### config.mk
export PLATFORM = sky130hd
export DESIGN_NAME = sac_security_ctl
export DESIGN_NICKNAME = d
export VERILOG_FILES = /design/src/rtl/sac_pkg.sv /design/src/rtl/sac_security_ctl.sv
export SDC_FILE = /design/constraint.sdc
export NUM_CORES = 1
export LEC_CHECK = 0
export BUFFER_PORTS_ARGS = -buffer_cell sky130_fd_sc_hd__buf_2
export CAP_MARGIN = 20
export CELL_PAD_IN_SITES_DETAIL_PLACEMENT = 0
export CELL_PAD_IN_SITES_GLOBAL_PLACEMENT = 1
export CORE_MARGIN = 1
export CORE_UTILIZATION = 53
export DETAILED_ROUTE_END_ITERATION = 10
export HOLD_SLACK_MARGIN = 0.15
export PLACE_DENSITY = 0.85
export SLEW_MARGIN = 20
export SYNTH_ARGS = -nofsm -noshare
export SYNTH_HDL_FRONTEND = slang
export SYNTH_SLANG_ARGS = --single-unit
### constraint.sdc
create_clock -name clk_sys -period 15.3 [get_ports clk_sys]
set_clock_uncertainty 0.2 [all_clocks]
set_input_delay 1.53 -clock clk_sys [delete_from_list [all_inputs] [get_ports clk_sys]]
set_output_delay 1.53 -clock clk_sys [all_outputs]
set_load 0.005 [all_outputs]
### src/rtl/sac_pkg.sv
// constants and types for the security-level and settings-edit controller
// assumes one 10 MHz system clock and a byte-wide register port from the serial link
package sac_pkg;

	// ==========================================
	// register map
	localparam logic [7:0] A_STATUS_LO = 8'h12;
	localparam logic [7:0] A_STATUS_HI = 8'h13;
	localparam logic [7:0] A_SUB_LO    = 8'h3e;
	localparam logic [7:0] A_SUB_HI    = 8'h3f;
	localparam logic [7:0] A_XBUF      = 8'h40;
	localparam logic [7:0] A_CKSUM     = 8'h60;
	localparam logic [7:0] A_LEN       = 8'h61;
	localparam int         XBUF_BYTES  = 8;
	localparam int         XBUF_AW     = 3;
	localparam int         KEY_WORDS   = 4;

	// status word fields
	localparam int ST_EDIT_BIT = 0;
	localparam int ST_LVL_LSB  = 8;

	// ==========================================
	// subcommands
	localparam logic [15:0] CMD_ENTER = 16'h0090;
	localparam logic [15:0] CMD_EXIT  = 16'h0092;
	localparam logic [15:0] CMD_SEAL  = 16'h0030;
	localparam logic [15:0] CMD_KEYS  = 16'h0035;
	localparam logic [15:0] CMD_CROM  = 16'h0004;
	localparam logic [15:0] CMD_DROM  = 16'h0009;
	localparam logic [15:0] CMD_SSIG  = 16'h0005;
	localparam logic [7:0]  KEY_LEN   = 8'h0a;

	// default keys, arbitrary values
	localparam logic [15:0] DEF_KEY0 = 16'h1234;
	localparam logic [15:0] DEF_KEY1 = 16'h5678;
	localparam logic [15:0] DEF_KEY2 = 16'h9abc;
	localparam logic [15:0] DEF_KEY3 = 16'hdef0;

	// ==========================================
	// timing
	localparam int unsigned CLK_HZ         = 10_000_000;
	localparam int unsigned KEY_WINDOW_S   = 4;
	localparam int unsigned KEY_WINDOW_CYC = KEY_WINDOW_S * CLK_HZ;
	localparam int          TMR_W          = 26;

	// ==========================================
	// types
	typedef enum logic [1:0] {
		SAC_LVL_UNLOADED = 2'b00,
		SAC_LVL_FULL     = 2'b01,
		SAC_LVL_UNSEALED = 2'b10,
		SAC_LVL_SEALED   = 2'b11
	} sac_level_t;

	typedef struct packed {
		logic       wr;
		logic       rd;
		logic [7:0] addr;
		logic [7:0] wdata;
	} sac_reg_req_t;

	typedef struct packed {
		logic seal_at_boot;
		logic lock_cfg;
		logic permanent_lockdown_bit;
	} sac_sec_cfg_t;

	typedef struct packed {
		logic [15:0] code_rom;
		logic [15:0] default_rom;
		logic [15:0] static_calc;
		logic [15:0] static_stored;
	} sac_sig_in_t;

endpackage

### src/rtl/sac_security_ctl.sv
// security level tracking, key handling and settings-edit mode control
// assumes the serial responder presents one byte access per cycle on reg_req,
// and that security straps and signature engine results are steady inputs
// Function
// - entering settings edit forces every protection fet off
// - edit flag shows in status once active; host waits for it
// - edit mode halts measurement and protection monitoring
// - leave command exits edit and reloads the new settings
// - edit entry accepted only at full access
// - sealed: status readable, selected writes only, no data memory access
// - unsealed adds extra subcommands and data memory reads
// - full access allows every setting and otp programming
// - level in status: sealed 11, unsealed 10, full 01, 00 unloaded
// - full access reached only from unsealed, or at boot when the seal strap is clear
// - key command moves four big endian key words, eight bytes
// - second key must come within 4 s of the first
// - key read: command 0x0035 fills transfer buffer with key bytes when not sealed
// - key write: buffer, inverted-sum checksum, then length 0x0a
// - seal strap seals at boot; seal command seals any time
// - config lock rejects all data memory changes, even in edit
// - permanent seal refuses every unseal once sealed
// - rom signature commands return the code and default rom signatures
// - static signature compared to stored; msb set on mismatch
`timescale 1ns/1ps
module sac_security_ctl #(
	parameter int unsigned KEY_WINDOW_CYC = sac_pkg::KEY_WINDOW_CYC
) (
	input  wire logic                  clk_sys,
	input  wire logic                  resetn,
	input  wire sac_pkg::sac_reg_req_t reg_req,
	output logic [7:0]                 reg_rdata,
	input  wire sac_pkg::sac_sec_cfg_t sec_cfg,
	input  wire sac_pkg::sac_sig_in_t  sig_in,
	output sac_pkg::sac_level_t        access_level,
	output logic                       settings_edit_active_flag,
	output logic                       prot_fets_force_off,
	output logic                       measure_run,
	output logic                       settings_reload,
	output logic                       dm_read_allow,
	output logic                       dm_write_allow,
	output logic                       otp_write_allow,
	output logic                       extra_cmd_allow
);
	localparam int TW = sac_pkg::TMR_W;

	// ==========================================
	// decode
	sac_pkg::sac_level_t level;
	sac_pkg::sac_sec_cfg_t cfg_q;
	logic [7:0]        sub_lo;
	logic [7:0]        sub_hi;
	logic              lo_fresh;
	logic [15:0]       key_mem [sac_pkg::KEY_WORDS];
	logic [7:0]        xbuf [sac_pkg::XBUF_BYTES];
	logic [7:0]        cksum_q;
	logic              pend;
	logic              pend_full;
	logic [TW-1:0]     key_tmr;
	logic              edit;
	logic [15:0]       word;
	logic              word_ok;
	logic              second_ok;
	logic              key_step;
	logic              cmd_fire;
	logic              grant_unseal;
	logic              grant_full;
	logic              other_wr;
	logic [7:0]        xoff;
	logic              in_xbuf;
	logic [7:0]        sum;
	logic              key_wr_ok;
	logic [15:0]       status_word;
	logic [15:0]       static_res;

	assign word      = {reg_req.wdata, sub_lo};
	assign word_ok   = reg_req.wr && reg_req.addr == sac_pkg::A_SUB_HI && lo_fresh;
	assign other_wr  = reg_req.wr && reg_req.addr != sac_pkg::A_SUB_LO && reg_req.addr != sac_pkg::A_SUB_HI;
	assign second_ok = pend && key_tmr != '0 && word == (pend_full ? key_mem[3] : key_mem[1]);
	assign key_step  = second_ok || (!pend && (word == key_mem[0] || word == key_mem[2]));
	assign cmd_fire  = word_ok && !key_step;
	assign grant_unseal = word_ok && second_ok && !pend_full && level == sac_pkg::SAC_LVL_SEALED
		&& !cfg_q.permanent_lockdown_bit;
	assign grant_full = word_ok && second_ok && pend_full && level == sac_pkg::SAC_LVL_UNSEALED;
	assign xoff      = reg_req.addr - sac_pkg::A_XBUF;
	assign in_xbuf   = xoff < 8'(sac_pkg::XBUF_BYTES);

	// plain sum of command and data bytes; the checksum must equal its inverse
	always_comb begin
		sum = sac_pkg::CMD_KEYS[7:0] + sac_pkg::CMD_KEYS[15:8];
		for (int i = 0; i < sac_pkg::XBUF_BYTES; i++) begin
			sum = sum + xbuf[i];
		end
	end

	assign key_wr_ok = reg_req.wr && reg_req.addr == sac_pkg::A_LEN && reg_req.wdata == sac_pkg::KEY_LEN
		&& {sub_hi, sub_lo} == sac_pkg::CMD_KEYS && cksum_q == ~sum
		&& level == sac_pkg::SAC_LVL_FULL && !cfg_q.lock_cfg;

	assign static_res = {sig_in.static_calc[15] | (sig_in.static_calc != sig_in.static_stored),
		sig_in.static_calc[14:0]};

	always_comb begin
		status_word = '0;
		status_word[sac_pkg::ST_EDIT_BIT] = edit;
		status_word[sac_pkg::ST_LVL_LSB +: 2] = level;
	end

	// ==========================================
	// subcommand address pair
	always_ff @(posedge clk_sys or negedge resetn) begin
		if (!resetn) begin
			sub_lo   <= 8'h00;
			sub_hi   <= 8'h00;
			lo_fresh <= 1'b0;
		end else if (reg_req.wr) begin
			lo_fresh <= reg_req.addr == sac_pkg::A_SUB_LO;
			if (reg_req.addr == sac_pkg::A_SUB_LO) begin
				sub_lo <= reg_req.wdata;
			end
			if (reg_req.addr == sac_pkg::A_SUB_HI) begin
				sub_hi <= reg_req.wdata;
			end
		end
	end

	// ==========================================
	// key sequence tracking
	// any write outside the pair breaks a pending sequence
	always_ff @(posedge clk_sys or negedge resetn) begin
		if (!resetn) begin
			pend      <= 1'b0;
			pend_full <= 1'b0;
			key_tmr   <= '0;
		end else if (other_wr) begin
			pend <= 1'b0;
		end else if (word_ok) begin
			if (!pend && (word == key_mem[0] || word == key_mem[2])) begin
				pend      <= 1'b1;
				pend_full <= word == key_mem[2];
				key_tmr   <= TW'(KEY_WINDOW_CYC);
			end else begin
				pend <= 1'b0;
			end
		end else if (pend) begin
			if (key_tmr == '0) begin
				pend <= 1'b0;
			end else begin
				key_tmr <= key_tmr - 1'b1;
			end
		end
	end

	// ==========================================
	// security level; straps are caught on the first edge after release
	always_ff @(posedge clk_sys or negedge resetn) begin
		if (!resetn) begin
			level <= sac_pkg::SAC_LVL_UNLOADED;
			cfg_q <= '0;
		end else if (level == sac_pkg::SAC_LVL_UNLOADED) begin
			cfg_q <= sec_cfg;
			level <= sec_cfg.seal_at_boot ? sac_pkg::SAC_LVL_SEALED : sac_pkg::SAC_LVL_FULL;
		end else if (cmd_fire && word == sac_pkg::CMD_SEAL) begin
			level <= sac_pkg::SAC_LVL_SEALED;
		end else if (grant_unseal) begin
			level <= sac_pkg::SAC_LVL_UNSEALED;
		end else if (grant_full) begin
			level <= sac_pkg::SAC_LVL_FULL;
		end
	end

	// ==========================================
	// settings edit mode; sealing also ends it
	// a seal out of edit restarts operation, so a sealed part never sits with monitoring halted
	always_ff @(posedge clk_sys or negedge resetn) begin
		if (!resetn) begin
			edit                <= 1'b0;
			prot_fets_force_off <= 1'b0;
			measure_run         <= 1'b0;
			settings_reload     <= 1'b0;
		end else begin
			settings_reload <= 1'b0;
			if (level == sac_pkg::SAC_LVL_UNLOADED) begin
				measure_run <= 1'b0;
			end else if (!edit && cmd_fire && word == sac_pkg::CMD_ENTER
				&& level == sac_pkg::SAC_LVL_FULL) begin
				edit                <= 1'b1;
				prot_fets_force_off <= 1'b1;
				measure_run         <= 1'b0;
			end else if (edit && cmd_fire && (word == sac_pkg::CMD_EXIT || word == sac_pkg::CMD_SEAL)) begin
				edit                <= 1'b0;
				prot_fets_force_off <= 1'b0;
				measure_run         <= 1'b1;
				settings_reload     <= 1'b1;
			end else if (!edit) begin
				measure_run <= 1'b1;
			end
		end
	end

	// ==========================================
	// permissions, registered one cycle behind the level
	always_ff @(posedge clk_sys or negedge resetn) begin
		if (!resetn) begin
			dm_read_allow   <= 1'b0;
			dm_write_allow  <= 1'b0;
			otp_write_allow <= 1'b0;
			extra_cmd_allow <= 1'b0;
		end else begin
			dm_read_allow   <= level == sac_pkg::SAC_LVL_UNSEALED || level == sac_pkg::SAC_LVL_FULL;
			extra_cmd_allow <= level == sac_pkg::SAC_LVL_UNSEALED || level == sac_pkg::SAC_LVL_FULL;
			dm_write_allow  <= edit && !cfg_q.lock_cfg;
			otp_write_allow <= edit && level == sac_pkg::SAC_LVL_FULL && !cfg_q.lock_cfg;
		end
	end

	// ==========================================
	// keys
	always_ff @(posedge clk_sys or negedge resetn) begin
		if (!resetn) begin
			key_mem[0] <= sac_pkg::DEF_KEY0;
			key_mem[1] <= sac_pkg::DEF_KEY1;
			key_mem[2] <= sac_pkg::DEF_KEY2;
			key_mem[3] <= sac_pkg::DEF_KEY3;
		end else if (key_wr_ok) begin
			for (int i = 0; i < sac_pkg::KEY_WORDS; i++) begin
				key_mem[i] <= {xbuf[2*i], xbuf[2*i+1]};
			end
		end
	end

	// ==========================================
	// transfer buffer, checksum; commands that return data load it
	always_ff @(posedge clk_sys or negedge resetn) begin
		if (!resetn) begin
			for (int i = 0; i < sac_pkg::XBUF_BYTES; i++) begin
				xbuf[i] <= 8'h00;
			end
			cksum_q <= 8'h00;
		end else if (cmd_fire && word == sac_pkg::CMD_KEYS && level != sac_pkg::SAC_LVL_SEALED) begin
			for (int i = 0; i < sac_pkg::KEY_WORDS; i++) begin
				xbuf[2*i]   <= key_mem[i][15:8];
				xbuf[2*i+1] <= key_mem[i][7:0];
			end
		end else if (cmd_fire && (word == sac_pkg::CMD_CROM || word == sac_pkg::CMD_DROM
			|| word == sac_pkg::CMD_SSIG)) begin
			for (int i = 2; i < sac_pkg::XBUF_BYTES; i++) begin
				xbuf[i] <= 8'h00;
			end
			unique case (word)
				sac_pkg::CMD_CROM: {xbuf[1], xbuf[0]} <= sig_in.code_rom;
				sac_pkg::CMD_DROM: {xbuf[1], xbuf[0]} <= sig_in.default_rom;
				default:           {xbuf[1], xbuf[0]} <= static_res;
			endcase
		end else if (reg_req.wr && in_xbuf) begin
			xbuf[xoff[sac_pkg::XBUF_AW-1:0]] <= reg_req.wdata;
		end else if (reg_req.wr && reg_req.addr == sac_pkg::A_CKSUM) begin
			cksum_q <= reg_req.wdata;
		end
	end

	// ==========================================
	// read port; unmapped addresses read zero
	always_ff @(posedge clk_sys or negedge resetn) begin
		if (!resetn) begin
			reg_rdata <= 8'h00;
		end else if (reg_req.rd) begin
			if (in_xbuf) begin
				reg_rdata <= xbuf[xoff[sac_pkg::XBUF_AW-1:0]];
			end else begin
				case (reg_req.addr)
					sac_pkg::A_STATUS_LO: reg_rdata <= status_word[7:0];
					sac_pkg::A_STATUS_HI: reg_rdata <= status_word[15:8];
					sac_pkg::A_SUB_LO:    reg_rdata <= sub_lo;
					sac_pkg::A_SUB_HI:    reg_rdata <= sub_hi;
					sac_pkg::A_CKSUM:     reg_rdata <= cksum_q;
					default:              reg_rdata <= 8'h00;
				endcase
			end
		end
	end

	assign access_level              = level;
	assign settings_edit_active_flag = edit;
endmodule // sac_security_ctl

[Yosys cells after proc, flatten, opt, wreduce, memory -nomap -nowiden]
Index checks and enable logic that the tools add are counted.
W data, S select, Z words.
Storage, ports and cells
  flip-flop bits (word level): 199
  input port bits: 87
  word-level logic and storage cells: 175
Cells by class
  $add $sub $neg: 10
  magnitude comparators: 3
  equal/unequal tests: 29
  multiplexer cells: 36
  bitwise gates (word level): 8
  reduce and logical (&&, ||, !) cells: 60
Operator list (number)
  $mux W64: 3
  $mux W26: 4
  $bwmux W64: 1
  $add A8 B8 Y8: 7
  $eq A16 B16 Y1: 3
  $eq A16 B6 Y1 const B: 3
  $pmux W8 S5: 1
  $logic_and A1 B1 Y1: 35
  $eq A16 B3 Y1 const B: 2
  $eq A16 B8 Y1 const B: 2
  $mux W8: 4
  $pmux W16 S2: 1
  $logic_not A26 Y1: 1
  $reduce_bool A26 Y1: 1
  $sub A26 B1 Y26 const B: 1
  $bmux W8 S3: 1
  $demux W8 S3: 1
  $eq A16 B4 Y1 const B: 1
  $eq A8 B5 Y1 const B: 2
  $eq A8 B6 Y1 const B: 2
  $eq A8 B7 Y1 const B: 2
  $mux W16: 1
  $ne A16 B16 Y1: 1
  $ne A8 B6 Y1 const B: 2
  other kinds (27): 64

[Logic depth before layout (Yosys ltp)]
Gate-level depths: netlist of run 1.
  word-level depth: 13
  depth in mapped cells: 18
  gate-level depth less buffers: 17

[Worst setup path before layout of run 1]
No wires, ideal clock.
  path type: reg-to-reg
  start: register xbuf[18] (netlist bit)
  end: register key_mem[0] (netlist bit)
  library setup time: 0.125 ns
  arrival time: 4.757 ns
  required time: 14.975 ns
  slack: 10.219 ns
  stages on the path, launching flop included: 17
  buffers on the path: 1
  cells stage by stage: dfrtp_1 -> fa_1 -> inv_1 -> fa_1 -> fa_1 -> fa_1 -> inv_1 -> ha_1 -> fa_1 -> xnor2_1 -> nor3_1 -> nand4_1 -> nor3_1 -> nand4_1 -> nor2_1 -> buf_2 -> mux2_2
On the way
  word-level cells in the longest chain between the ends: 8
RTL lines
  from (decl): line sac_security_ctl.sv:54  | logic [7:0] xbuf [sac_pkg::XBUF_BYTES];
  from (signal, indexed assignment): line sac_security_ctl.sv:241  | xbuf[2*i] <= key_mem[i][15:8];
  from (signal, indexed assignment): line sac_security_ctl.sv:242  | xbuf[2*i+1] <= key_mem[i][7:0];
  from (signal, indexed assignment): line sac_security_ctl.sv:255  | xbuf[xoff[sac_pkg::XBUF_AW-1:0]] <= reg_req.wdata;
  $add A8 B8 Y8 (3 in series): line sac_security_ctl.sv:91  | sum = sum + xbuf[i];
  $not A8 Y8: line sac_security_ctl.sv:96  | && {sub_hi, sub_lo} == sac_pkg::CMD_KEYS && cksum_q == ~sum
  $eq A8 B8 Y1: line sac_security_ctl.sv:96
  $logic_and A1 B1 Y1: line sac_security_ctl.sv:96
  $logic_and A1 B1 Y1 (2 in series): line sac_security_ctl.sv:97  | && level == sac_pkg::SAC_LVL_FULL && !cfg_q.lock_cfg;
  to (signal, indexed assignment): line sac_security_ctl.sv:226  | key_mem[i] <= {xbuf[2*i], xbuf[2*i+1]};
  to (decl): line sac_security_ctl.sv:53  | logic [15:0] key_mem [sac_pkg::KEY_WORDS];
Every way passes these cells.
A chain may end at the register's enable or synchronous reset.

[Worst setup path in the final report of run 1]
  start: register xbuf[18] (netlist bit)
  end: register key_mem[43] (netlist bit)
Same word-level chain as after synthesis.

==> impl_results.md, run 1 <==
- Seq/Total Area, Yosys: 0.402
- Final WL: roughly 36000 µm
- Min-delay worst type: reg2reg
- DRT Pass-1 Iters: 5
- Worst setup SP type: flip-flop
- Crit path capture type: flip-flop
- Crit path max fanout: 39
- Cell with the most instances after synthesis: dfrtp_1
- Hold Buf Count CTS: 0
- CORE AREA: around 23000 µm²
- Hold Worst Slack: 0.272 ns
- Worst Setup Path Type: reg2reg
- # DRC: 0
- Die Span Y: between 150 and 200 µm
- Layout cells sized above 1: 0.299
- Layout Utilization: 0.606
- Worst-Margin Slew: about 1.1 ns
- CTS H-tree lvls: 4
- Placed Area: 13200 µm²
- CTS tree: built
- Synth top area cells: dfrtp_1, mux2_2, dfstp_2
- Clock root cell: clkbuf_16
- Post-CTS setup buffers: 0
- Crit path time final: approximately 6.1 ns
- Fin crit share: 0.400
- Via count: 9427
- GRT Total Usage: 0.310
- Die width: 156 µm
- Starting Density: 0.547
- Clk slew on worst S/H paths: roughly 0.08 ns
- Post-synth cell types: 64
- DR WL/cell: 23.6 µm
- Clk Latency, worst-skew pair: ~0.45 ns
- Area Overhead vs Synth: 10.8%
- CTS Buf Count: 17
- Setup TNS: 0 ns
- Nets: about 1300
- First-pass GRT wire length: about 56000 µm
- FP Rows: 55
- Syn Std Cell Area: 12500 µm²
- Max clock buf depth: 2
- Antenna viol nets, final: 0
- I/O pins: roughly 110
- CTS sink cnt: roughly 200
- Yosys top cell by area: dfrtp_1
- Slew HR: 0.235
- Final setup fails: 0
- Vias in the first global route: approximately 9500
- Synth top cells by count: dfrtp_1, mux2_2, nand2_1
- Syn Area/Cell: between 10 and 15 µm²
- Max-slew violations: 0
- Tot Pwr: 0.00120 W
- Pin count of the biggest net entering global routing: 74
- Net Count, Synth: between 1000 and 1500
- CP arrival: 6.26 ns
- Die area: between 20000 and 25000 µm²
- Worst endpoint required time: approximately 15 ns
- Fmax: 163 MHz
- GPL Wtd Cong: ~0.94
- Leak Pwr: roughly 6.4 nW
- Hold Fails Final Rpt: 0
- Synth Flop Type: dfrtp_1
- Asr flop ratio synth: 1.00
- Power per cell area: 86.7 nW/µm²
- EDFF count, synth: 0
- DRT iter0 DRCs: ~770
- Grt ovf: 0
- Input/output buffers: 104
- Flops & latches, synth: around 200
- Vias per Instance: about 6.2
- Synth warn: 0
- Post-Syn Instances: ~1100
- Fin area: 13800 µm²
- Top-area cell type share of the netlist area: 0.334
- Status: finished, final reports clean
- Maximum vdd drop: roughly 0.00006 V
- RSZ-0062 raised after global routing: no
- # diodes: 0
- Max-capacitance violation count: 0
- Post-CTS resize count: 0
- Post-DP HPWL: 25000 µm
- Initial antenna violation count: 0
[cell usage in the layout, fill, tap and decap left out, drive strengths merged, types with 36 or more instances in the layout]
| cell | instances |
|---|---|
| xnor2 | 56 |
| inv | 68 |
| a22o | 42 |
| mux2i | 40 |
| buf | 118 |
| nand2 | 70 |
| xor2 | 36 |
| dfrtp | 167 |
| fa | 38 |
| mux2 | 132 |
[flip-flops by register name, summed over array words and instances, names as in the netlist]
name / count
pend_full: 1
xbuf: 64
pend: 1
otp_write_allow: 1
cksum_q: 8
measure_run: 1
key_mem: 64
sub_hi: 8
settings_reload: 1
lo_fresh: 1
settings_edit_active_flag: 1
reg_rdata: 8
key_tmr: 26
extra_cmd_allow: 1
cfg_q: 2
access_level: 2
dm_write_allow: 1
sub_lo: 8
[worst max-delay path, stage by stage, from the launching register on]
cell     delay (ns)
dfrtp_1        0.44
fa_1           0.56
inv_1          0.05
fa_1           0.46
fa_1           0.52
fa_1           0.55
inv_1          0.04
ha_1           0.21
fa_1           0.45
xnor2_1        0.14
nor3_1         0.18
nand4_1        0.14
nor3_1         0.18
nand4_1        0.17
nor2_4         0.66
buf_4          0.62
mux2_2         0.40
[metal layers]
layer	part of all wire	up-vias	global-route usage
met5	0	-	0
met4	0.034	0	0.122
met3	0.068	73	0.0664
met2	0.46	352	0.471
met1	0.44	4802	0.435
li1	-	4200	-
[cells by family (layout without fill, tap and decap cells)]
family,Yosys count,in the layout,synth area share
AO/OA/AOI/OAI,199,199,0.120
XOR/XNOR,92,92,0.0645
AND/OR/NAND/NOR,249,249,0.112
buffers and inverters,140,214,0.0463
multiplexers,185,185,0.174
flip-flops,199,199,0.402
adder cells (fa/ha/maj),58,58,0.0809
[final timing paths]
check	start	to	slack, ns	cells past startpoint
setup / recovery	xbuf[18]$_DFFE_PN0P_	key_mem[43]$_DFFE_PN0P_	9.17	16
max in group asynchronous	resetn	xbuf[34]$_DFFE_PN0P_	12.66	2
hold / removal	reg_rdata[7]$_DFFE_PN0P_	reg_rdata[7]$_DFFE_PN0P_	0.27	1
setup reg to reg	xbuf[18]$_DFFE_PN0P_	key_mem[43]$_DFFE_PN0P_	9.17	16
min in group asynchronous	resetn	cfg_q[0]$_DFFE_PN0P_	0.90	1
hold reg to reg	reg_rdata[7]$_DFFE_PN0P_	reg_rdata[7]$_DFFE_PN0P_	0.27	1
[where the power goes]
group / switching, W / internal (W) / leakage (nW)
combinational: 0.0000940 / 0.0000723 / 3.47
clock: 0.000229 / 0.000254 / 0.301
sequential: 0.0000152 / 0.000536 / 2.58
total: 0.000338 / 0.000862 / 6.36
[metrics by stage]
stage,worst slack [ns],cells
after floorplan,10.22,1122
after detailed placement,9.24,1477
after global routing,8.90,1509
final,9.17,1509
after CTS,9.20,1509
after global placement,9.28,1477
[layout make-up]
| type | instances | area (µm²) |
|---|---|---|
| multi-input cells | 783 | 6930 |
| clock buffers | 18 | 439 |
| fillers | 1910 | 9000 |
| well taps | 313 | 392 |
| repair buffers | 119 | 642 |
| inverters | 63 | 236 |
| clock inverters | 14 | 191 |
| flip-flops and latches | 199 | 5020 |
No activity file was read; power rests on OpenSTA's default activity.
==> run 2: changes to the inputs <==
Settings changed: CORE_UTILIZATION 53 to 44, PLACE_DENSITY 0.85 to 0.75.
Clock period 15.3 ns to 5.34 ns, I/O delays scaled along.
==> impl_results.md, run 2 (same netlist as run 1, synthesis figures left out) <==
- Status: finished, final reports clean
- Area Overhead vs Synth: 13.7%
- Hold Fails Final Rpt: 0 (unchanged)
- Vias in the first global route: 9612 (+1.4%)
- Worst Setup Path Type: reg2reg
- Tot Pwr: 0.00336 W (+180%)
- Post-DP HPWL: 26500 µm (+6.1%)
- Maximum vdd drop: 0.000226 V (+270%)
- Power per cell area: 236 nW/µm² (+170%)
- # diodes: 0 (unchanged)
- Worst setup SP type: flip-flop
- Die width: 171 µm (+9.6%)
- Crit path time final: 5.15 ns (-0.980 ns)
- DRT Pass-1 Iters: 5 (unchanged)
- Layout cells sized above 1: 0.310 (+0.0110)
- Max-capacitance violation count: 0 (unchanged)
- Worst-Margin Slew: 1.04 ns (-0.108 ns)
- Slew HR: 0.308 (+0.0736)
- Input/output buffers: 104 (unchanged)
- Crit path max fanout: 7 (-82%)
- R2r worst-path depth: 17 (+1)
- Starting Density: 0.449 (-0.0984)
- DR WL/cell: 23.4 µm (-0.83%)
- Hold Worst Slack: 0.267 ns (-0.00566 ns)
- GRT Total Usage: 0.265 (-0.0457)
- CP arrival: 5.28 ns (-0.98 ns)
- CTS sink cnt: 199 (unchanged)
- DRT iter0 DRCs: 837 (+9.3%)
- CORE AREA: 27900 µm² (+22%)
- Max clock buf depth: 2 (unchanged)
- I/O pins: 105 (unchanged)
- Min-delay worst type: in2reg
- First-pass GRT wire length: 57200 µm (+2.3%)
- Clk slew on worst S/H paths: 0.08 ns (about the same)
- Via count: 9527 (+1.1%)
- Regs by FF count: key_mem: 64 flops, xbuf: 64 flops, key_tmr: 26 flops
- Fin crit share: 0.964 (+0.563)
- Leak Pwr: 6.48 nW (+2.0%)
- Final setup fails: 0 (unchanged)
- Clock root cell: clkbuf_16
- Die Span Y: 171 µm (+9.6%)
- Worst endpoint required time: 5.47 ns (-9.96 ns)
- Worst hold stages: 5 (+4)
- CTS H-tree lvls: 4 (unchanged)
- # DRC: 0 (unchanged)
- Commonest non-fill, non-tap cells in the layout: dfrtp_1, mux2_2, buf_2, nand2_1, inv_1
- Pre-CTS setup slack: 0.0912 ns (-9.15 ns)
- Fmax: 194 MHz (+19%)
- CTS Buf Count: 17 (unchanged)
- GPL Wtd Cong: 0.867 (-7.8%)
- Grt ovf: 0 (unchanged)
- Antenna viol nets, final: 0 (unchanged)
- Vias per Instance: 5.97 (-4.4%)
- Final Worst Setup Slack: 0.194 ns (-8.98 ns)
- Nets: 1350 (+1.7%)
- Most common cell after layout, fill and taps aside: dfrtp_1
- Final WL: 37300 µm (+4.9%)
- CTS tree: built
- Crit path capture type: flip-flop
- Die area: 29100 µm² (+20%)
- Clk Latency, worst-skew pair: 0.45 ns (about the same)
- FP Rows: 61 (+11%)
- Max-slew violations: 0 (unchanged)
- Pin count of the biggest net entering global routing: 112 (+51%)
- Initial antenna violation count: 0 (unchanged)
-- run 2: where the power goes --
group	internal, W	switching (W)
clock	0.000636	0.000654
combinational	0.000215	0.000273
sequential	0.00153	0.0000438
total	0.00239	0.000972
-- run 2: cell type report --
cell class / instances / area (µm²)
flip-flops and latches: 199 / 5020
well taps: 378 / 473
clock buffers: 19 / 443
clock inverters: 13 / 138
multi-input cells: 783 / 6950
fillers: 2490 / 13600
repair buffers: 141 / 948
inverters: 63 / 236
-- run 2: what timing repair did --
item	CTS	global route
setup endpoints to repair	0	64
hold buffers	4	0
resized for setup	0	11
hold endpoints to repair	104	0
setup buffers	0	3
-- run 2: worst paths after layout --
kind | from | endpoint | slack [ns]
hold / removal | sig_in[19] | xbuf[59]$_DFFE_PN0P_ | 0.27
setup / recovery | xbuf[25]$_DFFE_PN0P_ | key_mem[47]$_DFFE_PN0P_ | 0.19
min in group asynchronous | resetn | measure_run$_DFFE_PN0P_ | 0.53
max in group asynchronous | resetn | key_mem[7]$_DFFE_PN1P_ | 3.38
hold reg to reg | reg_rdata[7]$_DFFE_PN0P_ | reg_rdata[7]$_DFFE_PN0P_ | 0.27
setup reg to reg | xbuf[25]$_DFFE_PN0P_ | key_mem[47]$_DFFE_PN0P_ | 0.19
-- run 2: critical path, cell delays in order, from the launching register on --
cell and delay [ns]:
dfrtp_1 0.45, fa_1 0.46, fa_1 0.57, inv_2 0.04, fa_1 0.48, fa_1 0.49, inv_1 0.04, ha_2 0.18
fa_1 0.44, xnor2_1 0.14, nor3_1 0.14, nand4_1 0.13, nor3_2 0.18, nand4_1 0.19, nor2_4 0.21, buf_12 0.18
clkbuf_16 0.17, mux2_2 0.33
-- run 2: per-layer routing --
layer / GRT usage / vias to the layer above / share of wire
li1: - / 4245 / -
met3: 0.0474 / 52 / 0.064
met5: 0 / - / 0
met1: 0.366 / 4935 / 0.44
met4: 0.0838 / 0 / 0.024
met2: 0.421 / 295 / 0.47
-- run 2: per-stage QoR --
step                      TNS [ns]  instances  instance area [µm²]  utilization
final                            0       1596                14200        0.510
after global routing       -0.0725       1596                14200        0.510
after CTS                        0       1588                14000        0.503
after detailed placement         0       1552                13400        0.481
after global placement           0       1552                13400        0.481
after floorplan                  0       1122                12500            -
